### src/ioexp_pkg.sv
// constants, carriers and states shared by the 16-bit io expander register block
package ioexp_pkg;

   // fixed upper four bits of the seven-bit slave address
   localparam logic [3:0] DEV_ADDR_FIXED = 4'h4;

   // register indices carried by the command byte
   localparam logic [2:0] REG_LVL0   = 3'h0;
   localparam logic [2:0] REG_LVL1   = 3'h1;
   localparam logic [2:0] REG_DRIVE0 = 3'h2;
   localparam logic [2:0] REG_DRIVE1 = 3'h3;
   localparam logic [2:0] REG_INV0   = 3'h4;
   localparam logic [2:0] REG_INV1   = 3'h5;
   localparam logic [2:0] REG_DIR0   = 3'h6;
   localparam logic [2:0] REG_DIR1   = 3'h7;

   // register pair groups, command bits 2..1
   localparam logic [1:0] GRP_LVL   = 2'h0;
   localparam logic [1:0] GRP_DRIVE = 2'h1;
   localparam logic [1:0] GRP_INV   = 2'h2;
   localparam logic [1:0] GRP_DIR   = 2'h3;

   // values after reset
   localparam logic [7:0] DRIVE_RST = 8'hFF;
   localparam logic [7:0] INV_RST   = 8'h00;
   localparam logic [7:0] DIR_RST   = 8'hFF;
   localparam logic [2:0] CMD_RST   = 3'h0;

   // bus line filter: cycles a new level must persist before it is taken
   localparam int         FILT_CYCLES   = 3;
   localparam logic [3:0] BITS_PER_BYTE = 4'h8;
   localparam logic [3:0] LAST_TX_BIT   = 4'h7;

   typedef struct packed {
      logic [7:0] drive;
      logic [7:0] invert;
      logic [7:0] dir;
   } ioexp_port_t;

   localparam ioexp_port_t PORT_RST = '{drive: DRIVE_RST, invert: INV_RST, dir: DIR_RST};

   typedef struct packed {
      logic scl;
      logic sda;
   } ioexp_bus_t;

   typedef enum logic [4:0] {
      ST_IDLE = 5'b00001,
      ST_RX   = 5'b00010,
      ST_ACK  = 5'b00100,
      ST_TX   = 5'b01000,
      ST_RACK = 5'b10000
   } ioexp_state_t;

endpackage : ioexp_pkg

### src/ioexp_regs.sv
// two-wire slave, register file and interrupt logic of the 16-bit io expander
//
// How it works
// (RULE_01) answer address 0100 plus three select pins
// (RULE_02) address bit zero: one reads, zero writes
// (RULE_03) first write byte after address is command
// (RULE_04) low three command bits pick one register
// (RULE_05) reads restart at stored command register
// (RULE_06) level registers show pins, ignore writes
// (RULE_07) drive registers reset ones, read stored value
// (RULE_08) invert registers reset zero, flip sensed level
// (RULE_09) direction reset ones; one input, zero output
// (RULE_10) data byte stored into selected register
// (RULE_11) each byte moves to other pair register
// (RULE_12) unlimited write bytes alternate within pair
// (RULE_13) master reads via command, restart, read address
// (RULE_14) restart copies current pointer into command
// (RULE_15) read data captured at acknowledge rising edge
// (RULE_16) master nacks last read byte
// (RULE_17) stop anytime; acknowledged data stays valid
// (RULE_18) input pin edges raise interrupt, outputs never
// (RULE_19) level read clears only that port's interrupt
// (RULE_20) general call address is never acknowledged
// (RULE_21) bus lines synchronised and filtered before use
`timescale 1ns/1ps

module ioexp_regs #(
   parameter int FILT_LEN = ioexp_pkg::FILT_CYCLES
) (
   input  wire logic       clock_i,            // 50 MHz system clock
   input  wire logic       resetn_i,           // synchronous reset, active low
   input  wire logic       scl_i,              // bus clock from master
   input  wire logic       sda_i,              // bus data line level
   output logic            sda_o,              // bus data drive value, always low
   output logic            sda_oe_n_o,         // bus data pull-down enable, active low
   input  wire logic       addr_select_hi_i,   // address select pin, bit 2
   input  wire logic       addr_select_mid_i,  // address select pin, bit 1
   input  wire logic       addr_select_lo_i,   // address select pin, bit 0
   input  wire logic [7:0] first_port_pins_i,  // first port pin levels
   output logic      [7:0] first_port_pins_o,  // first port drive values
   output logic      [7:0] first_port_oe_n_o,  // first port enables, active low
   input  wire logic [7:0] second_port_pins_i, // second port pin levels
   output logic      [7:0] second_port_pins_o, // second port drive values
   output logic      [7:0] second_port_oe_n_o, // second port enables, active low
   output logic            irq_o,              // interrupt drive value, always low
   output logic            irq_oe_n_o          // interrupt pull-down enable, active low
);
   import ioexp_pkg::*;
   if (FILT_LEN < 1 || FILT_LEN > 4) begin : g_bad_filt
      $error("FILT_LEN must lie between 1 and 4");
   end
   function automatic logic [7:0] reg_read(input logic [2:0]             a,
                                           input logic [1:0][7:0]        lvl,
                                           input ioexp_port_t [1:0]      pr);
      logic [7:0] v;
      v = 8'h00;
      unique case (a[2:1])
         GRP_LVL:   v = lvl[a[0]];
         GRP_DRIVE: v = pr[a[0]].drive;
         GRP_INV:   v = pr[a[0]].invert;
         GRP_DIR:   v = pr[a[0]].dir;
      endcase
      return v;
   endfunction : reg_read
   ////////////////////////////////////////////////////////////////////////////////
   // synchronisers and glitch filter
   ioexp_bus_t           bus_s1_q, bus_s2_q;
   logic [1:0][7:0]      pin_s1_q, pin_s2_q;
   logic [2:0]           addr_s1_q, addr_s2_q;
   logic [1:0]           line_s, line_f_q;
   logic [1:0][1:0]      flt_cnt_q;
   logic                 scl_p_q, sda_p_q;
   logic                 low_q;
   always_ff @(posedge clock_i) begin
      if (!resetn_i) begin
         bus_s1_q  <= '{scl: 1'b1, sda: 1'b1};
         bus_s2_q  <= '{scl: 1'b1, sda: 1'b1};
         pin_s1_q  <= '0;
         pin_s2_q  <= '0;
         addr_s1_q <= 3'h0;
         addr_s2_q <= 3'h0;
         low_q     <= 1'b0;
      end else begin
         bus_s1_q  <= '{scl: scl_i, sda: sda_i};                            // RULE_21
         bus_s2_q  <= bus_s1_q;
         pin_s1_q  <= {second_port_pins_i, first_port_pins_i};
         pin_s2_q  <= pin_s1_q;
         addr_s1_q <= {addr_select_hi_i, addr_select_mid_i, addr_select_lo_i};
         addr_s2_q <= addr_s1_q;
         low_q     <= 1'b0;
      end
   end

   assign line_s = {bus_s2_q.scl, bus_s2_q.sda};
   // a level is taken only after FILT_LEN agreeing samples, so spikes under
   // that width never reach the edge detectors
   always_ff @(posedge clock_i) begin
      if (!resetn_i) begin
         line_f_q  <= 2'b11;
         flt_cnt_q <= '0;
         scl_p_q   <= 1'b1;
         sda_p_q   <= 1'b1;
      end else begin
         scl_p_q <= line_f_q[1];
         sda_p_q <= line_f_q[0];
         for (int g = 0; g < 2; g++) begin
            if (line_s[g] == line_f_q[g]) begin
               flt_cnt_q[g] <= 2'h0;
            end else if (flt_cnt_q[g] == 2'(FILT_LEN - 1)) begin
               line_f_q[g]  <= line_s[g];                                   // RULE_21
               flt_cnt_q[g] <= 2'h0;
            end else begin
               flt_cnt_q[g] <= flt_cnt_q[g] + 2'h1;
            end
         end
      end
   end
   logic scl_f, sda_f, scl_rise, scl_fall, start_det, stop_det;
   assign scl_f     = line_f_q[1];
   assign sda_f     = line_f_q[0];
   assign scl_rise  = scl_f & ~scl_p_q;
   assign scl_fall  = ~scl_f & scl_p_q;
   assign start_det = scl_f & scl_p_q & sda_p_q & ~sda_f;
   assign stop_det  = scl_f & scl_p_q & ~sda_p_q & sda_f;
   ////////////////////////////////////////////////////////////////////////////////
   // byte engine
   ioexp_state_t         state_q;
   logic [3:0]           bit_cnt_q;
   logic [7:0]           shift_q;
   logic                 got_addr_q, got_cmd_q, rw_q, mack_q, sda_oe_n_q;
   logic [2:0]           cmd_q, ptr_q;
   ioexp_port_t [1:0]    port_q;
   logic [1:0][7:0]      lvl;
   logic [7:0]           cur_rd, nxt_rd;
   logic                 byte_done, addr_match, cmd_en, wr_en, rack_rise;
   assign lvl[0]     = pin_s2_q[0] ^ port_q[0].invert;                      // RULE_08
   assign lvl[1]     = pin_s2_q[1] ^ port_q[1].invert;
   assign cur_rd     = reg_read(ptr_q, lvl, port_q);                        // RULE_04
   assign nxt_rd     = reg_read(ptr_q ^ 3'h1, lvl, port_q);
   assign byte_done  = (state_q == ST_RX) & scl_fall & (bit_cnt_q == BITS_PER_BYTE);
   assign addr_match = shift_q[7:1] == {DEV_ADDR_FIXED, addr_s2_q};         // RULE_01 RULE_20
   assign cmd_en     = byte_done & got_addr_q & ~got_cmd_q & ~rw_q;         // RULE_03
   assign wr_en      = byte_done & got_addr_q & got_cmd_q;                  // RULE_10 RULE_12
   assign rack_rise  = (state_q == ST_RACK) & scl_rise;
   always_ff @(posedge clock_i) begin
      if (!resetn_i) begin
         state_q    <= ST_IDLE;
         bit_cnt_q  <= 4'h0;
         shift_q    <= 8'h00;
         got_addr_q <= 1'b0;
         got_cmd_q  <= 1'b0;
         rw_q       <= 1'b0;
         mack_q     <= 1'b0;
         sda_oe_n_q <= 1'b1;
      end else if (stop_det) begin
         state_q    <= ST_IDLE;                                             // RULE_17
         got_addr_q <= 1'b0;
         sda_oe_n_q <= 1'b1;
      end else if (start_det) begin
         state_q    <= ST_RX;
         bit_cnt_q  <= 4'h0;
         got_addr_q <= 1'b0;
         got_cmd_q  <= 1'b0;
         rw_q       <= 1'b0;
         sda_oe_n_q <= 1'b1;
      end else begin
         unique case (state_q)
            ST_IDLE: ;
            ST_RX: begin
               if (scl_rise && bit_cnt_q != BITS_PER_BYTE) begin
                  shift_q   <= {shift_q[6:0], sda_f};
                  bit_cnt_q <= bit_cnt_q + 4'h1;
               end else if (byte_done) begin
                  if (!got_addr_q && !addr_match) begin
                     state_q <= ST_IDLE;                                    // RULE_20
                  end else begin
                     state_q    <= ST_ACK;
                     sda_oe_n_q <= 1'b0;
                     if (!got_addr_q) begin
                        got_addr_q <= 1'b1;
                        rw_q       <= shift_q[0];                           // RULE_02
                     end else begin
                        got_cmd_q <= 1'b1;
                     end
                  end
               end
            end
            ST_ACK: begin
               if (scl_rise && rw_q) begin
                  shift_q   <= cur_rd;                                      // RULE_15
                  bit_cnt_q <= 4'h0;
               end else if (scl_fall && rw_q) begin
                  state_q    <= ST_TX;
                  sda_oe_n_q <= shift_q[7];
               end else if (scl_fall) begin
                  state_q    <= ST_RX;
                  bit_cnt_q  <= 4'h0;
                  sda_oe_n_q <= 1'b1;
               end
            end
            ST_TX: begin
               if (scl_fall && bit_cnt_q == LAST_TX_BIT) begin
                  state_q    <= ST_RACK;
                  sda_oe_n_q <= 1'b1;
               end else if (scl_fall) begin
                  sda_oe_n_q <= shift_q[6];
                  shift_q    <= {shift_q[6:0], 1'b0};
                  bit_cnt_q  <= bit_cnt_q + 4'h1;
               end
            end
            ST_RACK: begin
               if (scl_rise) begin
                  mack_q <= ~sda_f;
                  if (!sda_f) begin
                     shift_q   <= nxt_rd;                                   // RULE_15
                     bit_cnt_q <= 4'h0;
                  end
               end else if (scl_fall && mack_q) begin
                  state_q    <= ST_TX;
                  sda_oe_n_q <= shift_q[7];
               end else if (scl_fall) begin
                  state_q <= ST_IDLE;                                       // RULE_16
               end
            end
            default: state_q <= ST_IDLE;
         endcase
      end
   end
   // a restart keeps the register in use; a fresh start rewinds to the command
   always_ff @(posedge clock_i) begin
      if (!resetn_i) begin
         cmd_q <= CMD_RST;
         ptr_q <= CMD_RST;
      end else if (start_det && got_addr_q) begin
         cmd_q <= ptr_q;                                                    // RULE_14
      end else if (start_det) begin
         ptr_q <= cmd_q;                                                    // RULE_05
      end else if (cmd_en) begin
         cmd_q <= shift_q[2:0];                                             // RULE_03
         ptr_q <= shift_q[2:0];
      end else if (wr_en || rack_rise) begin
         ptr_q <= ptr_q ^ 3'h1;                                             // RULE_11
      end
   end
   ////////////////////////////////////////////////////////////////////////////////
   // register file and pin drive
   always_ff @(posedge clock_i) begin
      for (int p = 0; p < 2; p++) begin
         if (!resetn_i) begin
            port_q[p] <= PORT_RST;                                          // RULE_07 RULE_08 RULE_09
         end else if (wr_en && ptr_q[0] == p[0]) begin
            unique case (ptr_q[2:1])
               GRP_LVL:   port_q[p]        <= port_q[p];                    // RULE_06
               GRP_DRIVE: port_q[p].drive  <= shift_q;                      // RULE_10
               GRP_INV:   port_q[p].invert <= shift_q;
               GRP_DIR:   port_q[p].dir    <= shift_q;
            endcase
         end
      end
   end
   // drive and direction come straight from their flip-flops
   assign first_port_pins_o  = port_q[0].drive;                             // RULE_07
   assign second_port_pins_o = port_q[1].drive;
   assign first_port_oe_n_o  = port_q[0].dir;                               // RULE_09
   assign second_port_oe_n_o = port_q[1].dir;
   assign sda_o              = low_q;
   assign sda_oe_n_o         = sda_oe_n_q;
   assign irq_o              = low_q;
   ////////////////////////////////////////////////////////////////////////////////
   // interrupt: input-mode pins compared with the levels last read
   logic [1:0][7:0] snap_q;
   logic            snap_ok_q, irq_oe_n_q;
   logic [1:0]      pend;
   assign pend[0] = snap_ok_q & |((pin_s2_q[0] ^ snap_q[0]) & port_q[0].dir); // RULE_18
   assign pend[1] = snap_ok_q & |((pin_s2_q[1] ^ snap_q[1]) & port_q[1].dir);
   // a pin that returns to its snapshot level withdraws its request; turning an
   // output into an input may raise a request if the level differs
   always_ff @(posedge clock_i) begin
      if (!resetn_i) begin
         snap_q     <= '0;
         snap_ok_q  <= 1'b0;
         irq_oe_n_q <= 1'b1;
      end else begin
         irq_oe_n_q <= ~|pend;
         if (!snap_ok_q) begin
            snap_q    <= pin_s2_q;
            snap_ok_q <= 1'b1;
         end else if (rack_rise && ptr_q[2:1] == GRP_LVL) begin
            snap_q[ptr_q[0]] <= pin_s2_q[ptr_q[0]];                         // RULE_19
         end
      end
   end
   assign irq_oe_n_o = irq_oe_n_q;
endmodule : ioexp_regs

### config.mk
export PLATFORM = sky130hd
export DESIGN_NAME = ioexp_regs
export DESIGN_NICKNAME = d
export VERILOG_FILES = /design/src/ioexp_pkg.sv /design/src/ioexp_regs.sv
export SDC_FILE = /design/constraint.sdc
export NUM_CORES = 1
export LEC_CHECK = 0
export ABC_CLOCK_PERIOD_IN_PS = 2900
export BUFFER_PORTS_ARGS = -buffer_cell sky130_fd_sc_hd__clkbuf_2
export CAP_MARGIN = 10
export CORE_MARGIN = 4
export CORE_UTILIZATION = 60
export CTS_CLUSTER_SIZE = 16
export DETAILED_ROUTE_END_ITERATION = 6
export HOLD_SLACK_MARGIN = 0.03
export PLACE_DENSITY_LB_ADDON = 0.08
export SYNTH_ARGS = -nofsm -noshare
export SYNTH_HDL_FRONTEND = slang
export SYNTH_SLANG_ARGS = --single-unit
export TNS_END_PERCENT = 100
### constraint.sdc
create_clock -name clock_i -period 2.9 [get_ports clock_i]
set_input_delay 0.58 -clock clock_i [delete_from_list [all_inputs] [get_ports clock_i]]
set_output_delay 0.58 -clock clock_i [all_outputs]
set_load 0.005 [all_outputs]
==> reports/metrics.cfg <==
[run_status]
status = finished, final reports clean

[sta]
slew_headroom_pct = 20.1
hold_violations = 0
worstMarginPinSlew_ns = 1.20
timing.final.crit_share_pct = 89.7
max_freq_mhz = 384
setup_viol = 0
drv_slew = 0
fin_worst_skew_ns = 0.00647
whs_ns = 0.337
grt_setup_unrepaired = no
finalSetupTns_ns = 0
final.min_clock_period_ns = 2.60

[layout]
fillers = 875
syn_to_final_growth_pct = 10.6
num-nets-final = 782
n_antenna_cell = 0
drive_above_1_share_pct = 17.6

[setup_path]
path_cells = nor4_4 -> nand2_4 -> or2_1 -> o41ai_4 -> mux2i_1 -> nor2b_1
critPathArrivalTime_ns = 2.91
required_ns = 3.21
cp_num_buf_inv = 0
crit_start = state_q[3]
worstSetupStartpointType = register
r2r-start = state_q[3]
slowest_stage = o41ai_4
critPathCaptureType = register
crit_family = simple AND/OR/NAND/NOR gates
path_max_fanout = 19
critical-path-max-stage-delay_ns = 0.64
crit_type = register to register

[global_route]
grt_max_degree = 77
track_usage_pct = 26.1
grt_pass1_vias = 4841
grt_pass1_wl_um = 26200
grt_antenna_before_repair = 0
grt-ovfl-total = 0

[die]
core_area_sq_um = 11000
fp.dieW_um = 114
die_h_um = 114
start_util_pct = 61.9
rows = 38
io_pins = 59
die_area_sq_um = 13100

[clock_tree]
cts_max_path_buffers = 2
ctsResizeCount = 0
root_buffer = clkbuf_16
cts_inserted_buffers = 17
numClockSinks = 144
cts_setup_buffers = 0
htreeDepth = 4
clkLatencyLatePin_ns = 0.42
clk_pin_slew_ns = 0.06
cts_tree = built
ctsHoldBuffers = 0

[place]
portBuffers = 56
dp_hpwl_um = 11900
place_congestion = 0.934

[synthesis]
ys_warn_count = 0
synth_top_flop_cell = dfxtp_1
synth_edf_count = 0
async_flop_share_pct = 0
yosys_register_bits = 144
ys_types = 59
syn_area_sq_um = 6800
avgSynthCellArea_sq_um = 9.08
syn_inst = 749
ys_seq_area_share_pct = 42.4

[worst_hold_path]
min_path_type = input pin to register
worstHoldStart = scl_i

[detailed_routing]
routed_wl_um = 16600
routed_via_density = 5.85
drc = 0
drt_iter0_markers = 654
first_pass_iters = 5
drtAntennaViolNets = 0
vias = 5310
wl_per_cell_um = 18.3

[power_and_ir_drop]
p_leak_nw = 2.83
ir_drop_mv = 0.516
p_per_area_nw_per_um2 = 589

[run]
max_cap_viol_count = 0

-- report_power, final --
group	internal [mW]	total (mW)	switching (mW)	leakage [nW]
registers	2.01	2.04	0.0221	1.17
logic	0.0721	0.153	0.0810	1.37
clock network	1.40	2.24	0.842	0.292
total	3.48	4.43	0.945	2.83
-- through the flow --
stage                     cell area [sq um]  worst slack (ns)  power [mW]  instances  utilization, %
after global routing                   7520             0.166        4.57        907            68.5
after detailed placement               6910             0.332        2.23        876            62.9
final                                  7520             0.298        4.43        907            68.5
after floorplan                        6810             0.678        2.19        750               -
after CTS                              7520             0.274        4.46        907            68.5
after global placement                 6910             0.388        2.23        876            62.9
-- layout by cell type, fill, tap and decap left out, drive strengths merged, types with 3 or more instances in the layout --
cell	instances
dfxtp	144
clkbuf	74
nand2	66
o21ai	62
mux2i	55
nand3	41
and2	40
nor2	27
nand2b	24
nor2b	21
xnor2	20
xor2	19
buf	19
a21oi	16
mux2	15
inv	12
o221ai	11
a22oi	9
o22ai	8
a31oi	8
nand4	6
or3	6
nor4	6
o211ai	5
or2	5
nor3	5
nand3b	4
ha	4
clkinv	4
bufinv	3
clkinvlp	3
-- state kept, by name, indices dropped and copies added (netlist names), 2 cells and up --
name,count
addr_s2_q,3
ptr_q,3
snap_q,16
second_port_pins_o,8
cmd_q,3
port_q,16
first_port_oe_n_o,8
pin_s2_q,16
bus_s2_q,2
bit_cnt_q,4
second_port_oe_n_o,8
shift_q,8
state_q,5
line_f_q,2
flt_cnt_q,4
addr_s1_q,3
bus_s1_q,2
pin_s1_q,16
first_port_pins_o,8
-- per-layer routing --
metal / routed length (um) / track usage, %
met1: 7550 / 36.6
met2: 7300 / 38.3
met3: 1400 / 6.40
met4: 317 / 10.8
met5: 0 / 0
-- final timing paths --
path | end | slack [ns] | depth (start not counted)
worst max-delay path | snap_q[6] | 0.30 | 6
worst min-delay path | bus_s1_q[1] | 0.34 | 2
worst max register to register | snap_q[6] | 0.30 | 6
worst min register to register | bus_s2_q[1] | 0.41 | 1
-- cell usage after synthesis, types with 5 or more instances --
cell type,count,area [sq um]
a21oi_1,16,80.1
a22oi_1,9,67.6
a31oi_1,8,50.1
and2_1,40,250
buf_1,6,22.5
buf_2,5,25.0
buf_4,36,270
clkbuf_1,38,143
dfxtp_1,144,2880
inv_1,10,37.5
mux2_2,15,169
mux2i_1,55,551
nand2_1,65,244
nand2b_1,24,150
nand3_1,41,205
nand4_1,6,37.5
nor2_1,25,93.8
nor2b_1,21,131
o211ai_1,5,37.5
o21ai_0,62,310
o221ai_1,10,87.6
o22ai_1,8,50.1
or3_1,5,31.3
xnor2_1,20,175
xor2_1,19,166
-- area by class of cell --
class	count	area [sq um]	area share, %
Multi-Input combinational cell	508	3400	45.2
Sequential cell	144	2880	38.3
Clock buffer	19	453	6.02
Timing Repair Buffer	74	418	5.56
Tap cell	140	175	2.33
Clock inverter	12	158	2.10
Inverter	10	37.5	0.499
-- cell families (layout without fill, tap and decap cells) --
kind of cell,after synthesis,in the layout,share of synthesized area (%)
muxes,70,70,10.6
and+or+nand+nor,257,257,20.5
xor gates and xnor gates,39,39,5.02
other,1,2,0.0551
adders and majority gates,4,4,0.736
buffers and inverters,98,115,7.73
AOI/OAI and AO/OA,136,136,13.0
DFF,144,144,42.4
Note: power is estimated with default switching activity, not from simulation.
